[config.mk]
export PLATFORM = sky130hd
export DESIGN_NAME = pcs_core
export DESIGN_NICKNAME = d
export VERILOG_FILES = /design/src/rtl/pcs_pkg.sv /design/src/rtl/pcs_core.sv
export SDC_FILE = /design/constraint.sdc
export NUM_CORES = 1
export LEC_CHECK = 0
export BUFFER_PORTS_ARGS = -buffer_cell sky130_fd_sc_hd__buf_2
export CORE_UTILIZATION = 40
export CTS_CLUSTER_SIZE = 28
export DETAILED_ROUTE_END_ITERATION = 10
export GPL_TIMING_DRIVEN = 0
export PLACE_DENSITY_LB_ADDON = 0.3
export SLEW_MARGIN = 5
export SYNTH_ARGS = -nofsm -noshare
export SYNTH_HDL_FRONTEND = slang
export SYNTH_SLANG_ARGS = --single-unit
[constraint.sdc]
create_clock -name sys_clk -period 23.3 [get_ports sys_clk]
set_input_delay 2.33 -clock sys_clk [delete_from_list [all_inputs] [get_ports sys_clk]]
set_output_delay 2.33 -clock sys_clk [all_outputs]
set_load 0.02 [all_outputs]
[src/rtl/pcs_pkg.sv]
package pcs_pkg;
    localparam int PC_W = 15;
    localparam int SP_W = 5;
    localparam logic [4:0] SP_EMPTY = 5'h1F;
    localparam logic [4:0] SP_LAST = 5'h0F;
    // Register offsets on the plain register port
    localparam logic [3:0] REG_PC_LOW = 4'h0;
    localparam logic [3:0] REG_PC_LATCH = 4'h1;
    localparam logic [3:0] REG_STACK_PTR = 4'h2;
    localparam logic [3:0] REG_TOS_LOW = 4'h3;
    localparam logic [3:0] REG_TOS_HIGH = 4'h4;
    localparam logic [3:0] REG_PTR0_LOW = 4'h5;
    localparam logic [3:0] REG_PTR0_HIGH = 4'h6;
    localparam logic [3:0] REG_PTR1_LOW = 4'h7;
    localparam logic [3:0] REG_PTR1_HIGH = 4'h8;
    localparam logic [3:0] REG_RESET_STATUS = 4'h9;
    // Reset status field positions
    localparam int RST_UNF_BIT = 0;
    localparam int RST_OVF_BIT = 1;
    // Indirect address map
    localparam logic [15:0] TRAD_END = 16'h0FFF;
    localparam logic [15:0] LIN_BASE = 16'h2000;
    localparam logic [15:0] LIN_END = 16'h29AF;
    localparam logic [7:0] GPR_BLOCK = 8'h50;
    localparam logic [6:0] GPR_FIRST = 7'h20;
    localparam logic [6:0] INDIR0_ADDR = 7'h00;
    localparam logic [6:0] INDIR1_ADDR = 7'h01;

    typedef enum logic [2:0] {
        PCS_OP_NONE, PCS_OP_CALL, PCS_OP_COMPUTED_CALL, PCS_OP_REG_BRANCH,
        PCS_OP_IMM_BRANCH, PCS_OP_INT, PCS_OP_RET
    } pcs_op_e;

    typedef struct packed {
        pcs_op_e op;
        logic [10:0] operand;
        logic [7:0] wreg;
        logic [14:0] vector;
    } pcs_ctl_s;

    typedef struct packed {
        logic valid;
        logic sel;
        logic write;
        logic [7:0] wdata;
    } pcs_ind_s;

    typedef struct packed {
        logic valid;
        logic flash;
        logic [14:0] addr;
        logic write;
        logic [7:0] wdata;
    } pcs_mem_s;
endpackage

[src/rtl/pcs_core.sv]
`timescale 1ns/1ns
`default_nettype none
module pcs_core #(
    parameter int STACK_DEPTH = 16,
    parameter int LIN_BANKS = 32
) (
    // Clock and reset
    input wire logic sys_clk,
    input wire logic resetn,
    // Configuration
    input wire logic stack_fault_reset_enable,
    // Execution unit events
    input wire pcs_pkg::pcs_ctl_s ctl,
    input wire pcs_pkg::pcs_ind_s ind,
    // Register port
    input wire logic [3:0] reg_addr,
    input wire logic [7:0] reg_wdata,
    input wire logic reg_wr,
    input wire logic reg_rd,
    output logic [7:0] reg_rdata,
    // Program counter
    output logic [14:0] pc,
    output logic fetch_flush,
    output logic stack_reset,
    // Indirect memory access
    output pcs_pkg::pcs_mem_s mem,
    input wire logic [7:0] mem_rdata,
    input wire logic [7:0] flash_rdata,
    output logic [7:0] ind_rdata,
    output logic ind_done
);
    // Stack array and bank field are sized for these ranges only
    if (STACK_DEPTH != 16 || LIN_BANKS < 1 || LIN_BANKS > 32) begin : g_bad_params
        $error("pcs_core: unsupported parameters");
    end

    // ----------------------------------------
    // Program counter
    // ----------------------------------------
    logic [14:0] pc_q;
    logic [6:0] pc_high_latch_q;
    logic [4:0] stack_pointer_reg_q;
    logic [14:0] stack_mem [0:15];
    logic stack_overflow_flag_q, stack_underflow_flag_q;
    logic flush_q;
    logic [14:0] pc_inc;
    logic [14:0] tos;
    logic push, pop, pc_wr, ovf, unf;

    assign pc_inc = pc_q + 15'h0001;
    assign tos = stack_mem[stack_pointer_reg_q[3:0]];
    assign push = ctl.op == pcs_pkg::PCS_OP_CALL || ctl.op == pcs_pkg::PCS_OP_COMPUTED_CALL
        || ctl.op == pcs_pkg::PCS_OP_INT;
    assign pop = ctl.op == pcs_pkg::PCS_OP_RET;
    assign pc_wr = reg_wr && reg_addr == pcs_pkg::REG_PC_LOW;
    assign ovf = push && stack_pointer_reg_q == pcs_pkg::SP_LAST;
    assign unf = pop && stack_pointer_reg_q == pcs_pkg::SP_EMPTY;
    assign stack_reset = stack_fault_reset_enable && (ovf || unf);

    always_ff @(posedge sys_clk or negedge resetn) begin
        if (!resetn) begin
            pc_q <= 15'h0000;
        end else if (stack_reset) begin
            pc_q <= 15'h0000;
        end else if (pc_wr) begin
            pc_q <= {pc_high_latch_q, reg_wdata};
        end else begin
            unique case (ctl.op)
                pcs_pkg::PCS_OP_CALL: pc_q <= {pc_high_latch_q[6:3], ctl.operand};
                pcs_pkg::PCS_OP_COMPUTED_CALL: pc_q <= {pc_high_latch_q, ctl.wreg};
                pcs_pkg::PCS_OP_REG_BRANCH: pc_q <= pc_inc + {7'h00, ctl.wreg};
                pcs_pkg::PCS_OP_IMM_BRANCH: pc_q <= pc_inc + {{6{ctl.operand[8]}}, ctl.operand[8:0]};
                pcs_pkg::PCS_OP_INT: pc_q <= ctl.vector;
                pcs_pkg::PCS_OP_RET: pc_q <= tos;
                pcs_pkg::PCS_OP_NONE: pc_q <= pc_q;
                // Unused op code is ignored rather than trusted
                default: pc_q <= pc_q;
            endcase
        end
    end

    always_ff @(posedge sys_clk or negedge resetn) begin
        if (!resetn) begin
            flush_q <= 1'b0;
        end else begin
            flush_q <= pc_wr || (ctl.op != pcs_pkg::PCS_OP_NONE && ctl.op != pcs_pkg::PCS_OP_INT);
        end
    end

    always_ff @(posedge sys_clk or negedge resetn) begin
        if (!resetn) begin
            pc_high_latch_q <= 7'h00;
        end else if (reg_wr && reg_addr == pcs_pkg::REG_PC_LATCH) begin
            pc_high_latch_q <= reg_wdata[6:0]; // Untouched by push and pop
        end
    end

    // ----------------------------------------
    // Return stack
    // ----------------------------------------
    // Pointer wraps through 0x0F to 0x00 when fault reset is off
    always_ff @(posedge sys_clk or negedge resetn) begin
        if (!resetn) begin
            stack_pointer_reg_q <= pcs_pkg::SP_EMPTY;
        end else if (stack_reset) begin
            stack_pointer_reg_q <= pcs_pkg::SP_EMPTY;
        end else if (push) begin
            stack_pointer_reg_q <= ovf ? 5'h00 : stack_pointer_reg_q + 5'h01;
        end else if (pop) begin
            stack_pointer_reg_q <= unf ? pcs_pkg::SP_LAST : stack_pointer_reg_q - 5'h01;
        end else if (reg_wr && reg_addr == pcs_pkg::REG_STACK_PTR) begin
            stack_pointer_reg_q <= reg_wdata[4:0];
        end
    end

    logic [3:0] push_slot;
    assign push_slot = ovf ? 4'h0 : 4'(stack_pointer_reg_q + 5'h01);

    always_ff @(posedge sys_clk) begin
        if (push && !stack_reset) begin
            stack_mem[push_slot] <= (ctl.op == pcs_pkg::PCS_OP_INT) ? pc_q : pc_inc;
        end else if (reg_wr && reg_addr == pcs_pkg::REG_TOS_LOW) begin
            stack_mem[stack_pointer_reg_q[3:0]] <= {tos[14:8], reg_wdata};
        end else if (reg_wr && reg_addr == pcs_pkg::REG_TOS_HIGH) begin
            stack_mem[stack_pointer_reg_q[3:0]] <= {reg_wdata[6:0], tos[7:0]};
        end
    end

    // Flags are sticky; software clears, but a new fault wins
    always_ff @(posedge sys_clk or negedge resetn) begin
        if (!resetn) begin
            stack_overflow_flag_q <= 1'b0;
            stack_underflow_flag_q <= 1'b0;
        end else begin
            stack_overflow_flag_q <= ovf || (stack_overflow_flag_q && !(reg_wr
                && reg_addr == pcs_pkg::REG_RESET_STATUS && !reg_wdata[pcs_pkg::RST_OVF_BIT]));
            stack_underflow_flag_q <= unf || (stack_underflow_flag_q && !(reg_wr
                && reg_addr == pcs_pkg::REG_RESET_STATUS && !reg_wdata[pcs_pkg::RST_UNF_BIT]));
        end
    end

    // ----------------------------------------
    // Indirect pointers and decode
    // ----------------------------------------
    logic [15:0] ptr_q [0:1];
    logic [15:0] iaddr;
    logic [15:0] lin_off;
    logic [4:0] lin_bank;
    logic [6:0] lin_byte;
    logic in_trad, in_lin, in_flash, self_ref, lin_ok;
    logic [7:0] ind_rdata_q;
    logic ind_done_q;
    logic pend_q;
    logic ind_req;

    genvar gi;
    generate
        for (gi = 0; gi < 2; gi++) begin : g_ptr
            always_ff @(posedge sys_clk or negedge resetn) begin
                if (!resetn) begin
                    ptr_q[gi] <= 16'h0000;
                end else if (reg_wr && reg_addr == 4'(pcs_pkg::REG_PTR0_LOW + 4'(2 * gi))) begin
                    ptr_q[gi][7:0] <= reg_wdata;
                end else if (reg_wr && reg_addr == 4'(pcs_pkg::REG_PTR0_HIGH + 4'(2 * gi))) begin
                    ptr_q[gi][15:8] <= reg_wdata;
                end
            end
        end
    endgenerate

    assign iaddr = ptr_q[ind.sel];
    assign in_flash = iaddr[15];
    assign in_trad = !in_flash && iaddr <= pcs_pkg::TRAD_END;
    assign in_lin = !in_flash && iaddr >= pcs_pkg::LIN_BASE && iaddr <= pcs_pkg::LIN_END;
    assign lin_off = iaddr - pcs_pkg::LIN_BASE;
    assign lin_bank = 5'(lin_off / {8'h00, pcs_pkg::GPR_BLOCK});
    assign lin_byte = 7'(lin_off % {8'h00, pcs_pkg::GPR_BLOCK}) + pcs_pkg::GPR_FIRST;
    assign lin_ok = in_lin && 32'(lin_bank) < LIN_BANKS;
    assign self_ref = in_trad && (iaddr[6:0] == pcs_pkg::INDIR0_ADDR
        || iaddr[6:0] == pcs_pkg::INDIR1_ADDR);
    // Request is held through its done cycle; it must not be taken twice
    assign ind_req = ind.valid && !ind_done_q;

    always_comb begin
        mem = '0;
        mem.valid = ind_req && !pend_q && ((in_trad && !self_ref) || lin_ok || (in_flash && !ind.write));
        mem.flash = in_flash;
        mem.write = ind.write && !in_flash;
        mem.wdata = ind.wdata;
        if (in_flash) begin
            mem.addr = iaddr[14:0];
        end else if (in_lin) begin
            mem.addr = {3'b000, lin_bank, lin_byte}; // Bank number above 7-bit offset
        end else begin
            mem.addr = iaddr[14:0];
        end
    end

    // Flash reads take one extra cycle
    always_ff @(posedge sys_clk or negedge resetn) begin
        if (!resetn) begin
            pend_q <= 1'b0;
        end else begin
            pend_q <= ind_req && in_flash && !pend_q;
        end
    end

    always_ff @(posedge sys_clk or negedge resetn) begin
        if (!resetn) begin
            ind_rdata_q <= 8'h00;
            ind_done_q <= 1'b0;
        end else begin
            ind_done_q <= ind_req && (!in_flash || pend_q);
            // Flash byte is taken while addressed; the wait cycle only delays done
            if (ind_req && !ind.write && !pend_q) begin
                if (in_flash) begin
                    ind_rdata_q <= flash_rdata;
                end else if ((in_trad && !self_ref) || lin_ok) begin
                    ind_rdata_q <= mem_rdata;
                end else begin
                    ind_rdata_q <= 8'h00;
                end
            end
        end
    end

    // ----------------------------------------
    // Register read port
    // ----------------------------------------
    logic [7:0] rdata_q;
    logic [7:0] rsel;
    always_comb begin
        unique case (reg_addr)
            pcs_pkg::REG_PC_LOW: rsel = pc_q[7:0];
            pcs_pkg::REG_PC_LATCH: rsel = {1'b0, pc_high_latch_q};
            pcs_pkg::REG_STACK_PTR: rsel = {3'b000, stack_pointer_reg_q};
            pcs_pkg::REG_TOS_LOW: rsel = tos[7:0];
            pcs_pkg::REG_TOS_HIGH: rsel = {1'b0, tos[14:8]};
            pcs_pkg::REG_PTR0_LOW: rsel = ptr_q[0][7:0];
            pcs_pkg::REG_PTR0_HIGH: rsel = ptr_q[0][15:8];
            pcs_pkg::REG_PTR1_LOW: rsel = ptr_q[1][7:0];
            pcs_pkg::REG_PTR1_HIGH: rsel = ptr_q[1][15:8];
            pcs_pkg::REG_RESET_STATUS: rsel = {6'h00, stack_overflow_flag_q, stack_underflow_flag_q};
            default: rsel = 8'h00;
        endcase
    end

    always_ff @(posedge sys_clk or negedge resetn) begin
        if (!resetn) begin
            rdata_q <= 8'h00;
        end else begin
            rdata_q <= reg_rd ? rsel : 8'h00;
        end
    end

    assign reg_rdata = rdata_q;
    assign pc = pc_q;
    assign fetch_flush = flush_q;
    assign ind_rdata = ind_rdata_q;
    assign ind_done = ind_done_q;
endmodule // pcs_core
`default_nettype wire

## Word level (Yosys, flattened, before mapping)

Memory sizes are Yosys's and may differ from the RTL's.
Index checks and enable logic that the tools add are counted.

| storage, ports and cells | value |
|---|---|
| register bits | 80 |
| bits in latches | 0 |
| RAM bits | 240 |
| ROM bits | 0 |
| bits of input ports | 81 |
| output and inout bits | 60 |
| logic and storage cells | 146 |
| memories kept | 1 |

Memory list:

| name | words | bits a word | rd ports | clocked after Yosys merged registers in | write ports | RTL line | text |
|---|---|---|---|---|---|---|---|
| stack_mem | 16 | 15 | 1 | 0 | 1 | pcs_core.sv:43 | `logic [14:0] stack_mem [0:15];` |

| operators by class | value |
|---|---|
| add/sub/neg operators | 7 |
| $mul | 0 |
| divide/modulo/power cells | 2 |
| order comparisons | 4 |
| eq/ne operators | 19 |
| shift-type cells | 0 |
| muxes and demuxes | 33 |
| bitwise gates (word level) | 4 |
| reductions and logical operators | 62 |

Operator list:

| kind | count |
|---|---|
| $mux W15 | 7 |
| $pmux W15 S6 | 1 |
| $pmux W8 S10 | 1 |
| $mux W16 | 3 |
| $logic_and A1 B1 Y1 | 34 |
| $mux W5 | 6 |
| $mux W8 | 3 |
| $div A16 B7 Y16 const B | 1 |
| $eq A4 B3 Y1 const B | 4 |
| $ge A16 B14 Y1 const B | 1 |
| $le A16 B12 Y1 const B | 1 |
| $le A16 B14 Y1 const B | 1 |
| $mod A16 B7 Y16 const B | 1 |
| $sub A16 B14 Y16 const B | 1 |
| $add A15 B1 Y15 const B | 1 |
| $add A15 B15 Y15 | 1 |
| $add A15 B8 Y15 | 1 |
| $reduce_or A15 Y1 | 1 |
| $logic_not A1 Y1 | 10 |
| $logic_or A1 B1 Y1 | 10 |
| $mux W1 | 10 |
| $eq A3 B3 Y1 const B | 3 |
| $eq A4 B2 Y1 const B | 2 |
| $eq A4 B4 Y1 const B | 2 |
| other kinds (21) | 25 |

## Logic depth before layout (Yosys ltp)

Gate-level depths: netlist of the first run.

| depth | value |
|---|---|
| depth after elaboration | 13 |
| gate-level depth with buffers | 31 |
| depth with buffers taken out | 23 |

## Least setup slack after synthesis of the first run

Ideal clock, no wire load.

| path | value |
|---|---|
| kind | input to output |
| start | input port ind[9] (netlist bit) |
| end | output port mem[15] (netlist bit) |
| arrival | 9.351 ns |
| required time | 20.970 ns |
| path slack | 11.619 ns |
| stages on the path | 29 |
| cells stage by stage | buf_6 > buf_4 > buf_2 > buf_1 > mux2i_1 > ha_1 > buf_2 > xnor2_1 > maj3_1 > o221a_2 > o21a_1 > or3_1 > a221oi_4 > o21ai_1 > mux2i_1 > a21oi_1 > o311ai_1 > or3_1 > buf_2 > maj3_2 > mux2_4 > buf_6 > a41o_1 > a211oi_2 > a32oi_1 > a2bb2oi_2 > nand3_1 > a211o_1 > a32oi_1 |

RTL lines:

| element | RTL line | text |
|---|---|---|
| start: declaration | pcs_core.sv:14 | `input wire pcs_pkg::pcs_ind_s ind,` |
| end: declaration | pcs_core.sv:26 | `output pcs_pkg::pcs_mem_s mem,` |

==> results of run 1 <==
-- sequential cells by signal, summed over array words and instances (netlist names) --
| signal | count |
|---|---|
| pc | 15 |
| fetch_flush | 1 |
| stack_underflow_flag_q | 1 |
| stack_pointer_reg_q | 5 |
| pend_q | 1 |
| ind_rdata | 8 |
| reg_rdata | 8 |
| ptr_q | 32 |
| stack_mem | 240 |
| pc_high_latch_q | 7 |
| stack_overflow_flag_q | 1 |
| ind_done | 1 |
-- logic make-up after synthesis --
kind of cell,Yosys count
DFF,320
and+or+nand+nor,364
adders and majority gates,23
muxes,179
xor gates and xnor gates,57
buffers and inverters,130
AOI/OAI and AO/OA,454
-- worst max path at each step --
stage | slack [ns] | end | cells after the start
after global routing | 8.84 | mem[15] | 29
after detailed placement | 9.64 | mem[15] | 29
after CTS | 9.61 | mem[15] | 29
after global placement | 9.61 | mem[15] | 29
after floorplan | 11.62 | mem[15] | 29
final | 9.38 | mem[15] | 29
-- synthesized netlist by cell type, types with 36 or more instances --
master	n	share of area
a21oi_1	85	0.024
mux2i_1	84	0.048
nor2_1	128	0.027
nand3_1	39	0.011
dfrtp_1	75	0.11
nand2_1	104	0.022
edfxtp_1	240	0.41
a22oi_1	43	0.018
a221oi_1	40	0.020
clkbuf_1	66	0.014
xnor2_1	36	0.018
mux2_2	62	0.040
o21ai_0	93	0.026
-- layer usage --
layer | share of wire | GRT usage | up-vias
met5 | 0 | 0 | -
met4 | 0.033 | 0.0885 | 0
met3 | 0.082 | 0.0434 | 125
met2 | 0.46 | 0.394 | 722
met1 | 0.43 | 0.336 | 7052
li1 | - | - | 6367
-- critical path: cells and delay by family --
kind	cells	cell delay, ns
compound gates	10	4.49
mux	2	1.03
simple gates	7	1.44
buf+inv	8	1.91
xor+xnor	1	0.12
fa+ha+maj	1	0.23
-- layout make-up --
type                       count  share of cell area
sequential                   320               0.446
multi-input combinational   1077               0.385
timing repair buffer         156              0.0496
clock buffer                  40              0.0464
tap                          585              0.0354
buffer                        97              0.0206
clock inverter                23              0.0113
inverter                      33             0.00599
-- stage by stage --
step | utilization | area [µm²] | hold slack (ns)
4_1_cts | 0.477 | 20700 | 0.452
5_1_grt | 0.478 | 20700 | 0.459
3_3_place_gp | 0.440 | 19000 | 0.434
2_1_floorplan | - | 17700 | 0.464
3_5_place_dp | 0.450 | 19500 | 0.444
6_report | 0.478 | 20700 | 0.450
-- where the power goes --
| part | switching, mW | total [mW] | internal [mW] |
|---|---|---|---|
| Sequential | 0.0542 | 0.783 | 0.729 |
| Clock | 0.246 | 0.580 | 0.334 |
| Combinational | 0.961 | 1.49 | 0.532 |
| Total | 1.26 | 2.86 | 1.59 |
-- placed cells by master, fill, tap and decap left out, types with 17 or more instances in the layout --
master     count
o21ai_0       81
mux2_2        62
ha_1          19
buf_4         20
clkbuf_1      68
o21ai_1       17
dfrtp_1       75
xor2_1        21
edfxtp_1     240
nand3_1       39
a221oi_1      40
mux4_2        30
nor3_1        26
buf_2        134
nor2_2        17
clkbuf_16     38
a31oi_1       20
mux2i_1       84
o211ai_1      17
a21oi_1       84
o221ai_1      21
a22oi_1       43
nand2_1      104
xnor2_1       36
inv_1         29
nor2_1       112
==> impl_metrics.yaml, run 1 <==
status:
  run_status: "finished, final reports clean"
clock_tree:
  post_cts_buffers: 0
  htree_levels: 2
  clock_latency_ns: 0.57
  root_buffer: "clkbuf_16"
  post_cts_resized: 0
  cts_sinks: 320
  cts_hold_buf: 0
  cts_inserted_buffers: 37
  cts_tree: "yes"
  clkTransAtPathRegs_ns: 0.06
  cts_max_path_buffers: 3
synth:
  synth_compound_gate_area_share: 0.180
  synth.area.mux_share: 0.128
  yosysSeqAreaShare: 0.522
  synthAdderAreaFrac: 0.0164
  synth-simple-area-share: 0.0945
  syn-cell-area_mm2: 0.0177
  synth_top_family_by_area: "compound AO/OA/AOI/OAI gates"
  yosysWarnings: 0
  synth_xor_area_frac: 0.0283
  async_flop_share: 0.250
  yosys_register_bits: 320
  postSynthAreaPerCell_um2: 11.6
  ys.flop_type: "edfxtp_1"
  synth_edf_count: 240
  synthDistinctLibCells: 101
  synth_fp_nets: 1628
  syn_inst: 1527
timing:
  fin_crit_sh: 0.597
  finalHoldViolations: 0
  final.setup.worst_slack_ns: 9.38
  clock_skew_ns: 0.0273
  setup_tns_ns: 0
  rsz0062_at_grt: "no"
  relSlewSlack: 0.138
  slew_violations: 0
  min_period_ns: 13.92
  finalSetupViolations: 0
  tightest_slew_ns: 1.28
  timing.fmax_mhz: 71.8
setup_path:
  worstPathRequired_ns: 20.97
  ff2ff_setup_slack_ns: 17.33
  critical_path.max_fanout: 10
  r2r_end: "stack_mem[10][13]"
  worst-setup-path-type: "primary input to output port"
  timing.rr.start: "stack_pointer_reg_q[0]"
  crit_start: "ind[9]"
  cp.arrival_ns: 11.59
  slowest_delay_ns: 0.78
  crit_top_cell: "buf_2"
  end_kind: "output port"
  critical_path.slowest_cell: "o311ai_1"
  start_kind: "primary input"
  rr_worst_depth: 10
floorplanning:
  coreArea_mm2: 0.0433
  die_height_um: 212
  initial_core_util: 0.408
  row_count: 76
  dieArea_mm2: 0.0450
  ios: 141
  fp.dieW_um: 212
finish:
  seq_area_mm2: 0.00922
  final-instance-count-excl-fill: 2331
  fillCellCount: 3930
  antenna_cells: 0
  drive_above_1_share: 0.219
  areaGrowthSynthToFinish_pct: 17.0
  fin_nets: 1823
  multiInputGateArea_mm2: 0.00795
global_routing:
  antenna_found_initial: 0
  grtUsageTotal: 0.246
  grt_start_max_net_pins: 68
  first_global_vias: 13700
  grt_pass1_wl_um: 83200
  grt_overflow: 0
pwr:
  p_per_area_mw_per_mm2: 138
  total_power_mw: 2.86
  cellLeakagePower_nw: 7.76
  ir_drop_v: 0.000131
route:
  drc: 0
  drt_iter0_drc: 1455
  drt-pass1-iter-count: 6
  wl_um: 55600
  wire_per_inst_um: 23.9
  viasPerCell: 6.12
  vias: 14300
  ant_nets: 0
min_path:
  hold_depth: 1
  hold_end: "ind_done"
  hp-class: "register to register"
  min-delay-start: "ind_done"
placed_design:
  dp_cells: 2268
  gp_congestion: 0.908
  hpwl_um: 39400
  pre_cts_slack_ns: 9.64
  port_buffers: 128
flow_run:
  maxCapViolCount: 0
No activity file was read; power rests on OpenSTA's default activity.
==> inputs of run 2 (changes only) <==
clock period = 11.8 ns   (was 23.3 ns; I/O delays follow)
==> impl_metrics.yaml, run 2 (same netlist as run 1, synthesis figures left out) <==
clock_tree:
  htree_levels: 2
  post_cts_buffers: 0
  clock_latency_ns: 0.57
  cts_inserted_buffers: 37
  cts_max_path_buffers: 3
  root_buffer: "clkbuf_16"
  clkTransAtPathRegs_ns: 0.06
  cts_sinks: 320
  cts_tree: "yes"
finish:
  finalInstanceArea_mm2: 0.0207
  finish.utilization: 0.478
  largest_reg_flops: 240
  drive_above_1_share: 0.221
  final-instance-count-excl-fill: 2331
  final_cell_mix: "edfxtp_1 (240), buf_2 (134), nor2_1 (112)"
  final_common_cell: "edfxtp_1"
  largest-register: "stack_mem"
  areaGrowthSynthToFinish_pct: 17.1
  antenna_cells: 0
  fin_nets: 1823
route:
  drt-pass1-iter-count: 7
  wl_um: 55700
  viasPerCell: 6.11
  ant_nets: 0
  vias: 14300
  drt_iter0_drc: 1414
  drc: 0
  wire_per_inst_um: 23.9
floorplanning:
  row_count: 76
  coreArea_mm2: 0.0433
  dieArea_mm2: 0.0450
  fp.dieW_um: 212
  ios: 141
  initial_core_util: 0.408
  die_height_um: 212
timing:
  setup_tns_ns: 0
  min_period_ns: 11.12
  finalHoldViolations: 0
  timing.fmax_mhz: 89.9
  relSlewSlack: 0.140
  clock_skew_ns: 0.0285
  finalSetupViolations: 0
  whs_ns: 0.449
  rsz0062_at_grt: "no"
  slew_violations: 0
  tightest_slew_ns: 1.28
  fin_crit_sh: 0.943
  final.setup.worst_slack_ns: 0.677
min_path:
  hp-class: "register to register"
setup_path:
  worst-setup-path-type: "primary input to output port"
  crit_buf_inv: 8
  critical_path.slowest_cell: "o32ai_1"
  end_kind: "output port"
  ff2ff_setup_slack_ns: 5.85
  crit_top_cell: "buf_2"
  critical_path.max_fanout: 10
  start_kind: "primary input"
  worstPathRequired_ns: 10.62
  slowest_delay_ns: 0.75
  cpLargestDelayFamily: "compound AO/OA/AOI/OAI gates"
  cp.arrival_ns: 9.94
pwr:
  comb_power_share: 0.524
  switching_share: 0.442
  power_switching_mw: 2.50
  p_per_area_mw_per_mm2: 273
  ir_drop_v: 0.000258
  cellLeakagePower_nw: 7.77
  power_frac_seq: 0.274
  p_int_mw: 3.15
  clkPwrFrac: 0.203
  total_power_mw: 5.65
placed_design:
  gp_congestion: 0.908
  dp_cells: 2268
  hpwl_um: 39400
  dpl-instance-area_mm2: 0.0195
  pre_cts_slack_ns: 0.443
  port_buffers: 128
global_routing:
  grt_overflow: 0
  grt_start_max_net_pins: 68
  first_global_vias: 13700
  antenna_found_initial: 0
  grt_pass1_wl_um: 83200
  grtUsageTotal: 0.246
flow_run:
  maxCapViolCount: 0
status:
  run_status: "finished, final reports clean"
run 2: changes by cell type in the layout (fill, tap and decap cells not counted):
cell	delta
o311ai_2	+2
o311ai_1	-2
run 2: layout make-up:
class                      instances  area, µm²
clock inverter                    23        233
inverter                          33        124
clock buffer                      40        958
multi-input combinational       1077       7970
tap                              585        732
buffer                            97        427
fill                            3929      22600
timing repair buffer             156       1030
sequential                       320       9220
run 2: worst paths after layout:
kind                                          end                   start  cells past startpoint
max                                       mem[15]                  ind[9]                     30
min                                      ind_done                ind_done                      1
max reg2reg                     stack_mem[10][13]  stack_pointer_reg_q[0]                     10
min reg2reg                              ind_done                ind_done                      1
max in group asynchronous  stack_pointer_reg_q[3]                  resetn                      2
min in group asynchronous            ind_rdata[2]                  resetn                      1
run 2: power by group through the flow:
stage / Sequential [mW] / Combinational, mW / Clock [mW]
after global routing: 1.56 / 3.20 / 1.20
after global placement: 1.57 / 2.80 / 0
after detailed placement: 1.56 / 2.88 / 0
final: 1.55 / 2.96 / 1.14
after floorplan: 1.56 / 2.04 / 0
after CTS: 1.54 / 2.90 / 1.16
run 2: layer usage:
layer | up-vias | GRT usage | share of wire
met2 | 693 | 0.394 | 0.46
met5 | - | 0 | 0
met3 | 122 | 0.0434 | 0.081
met1 | 7073 | 0.336 | 0.43
li1 | 6362 | - | -
met4 | 0 | 0.0885 | 0.034
run 2: timing repair:
item	4_1_cts	5_1_grt
gates resized for setup	0	2
endpoints found under the setup margin	0	4
hold buffers	0	0
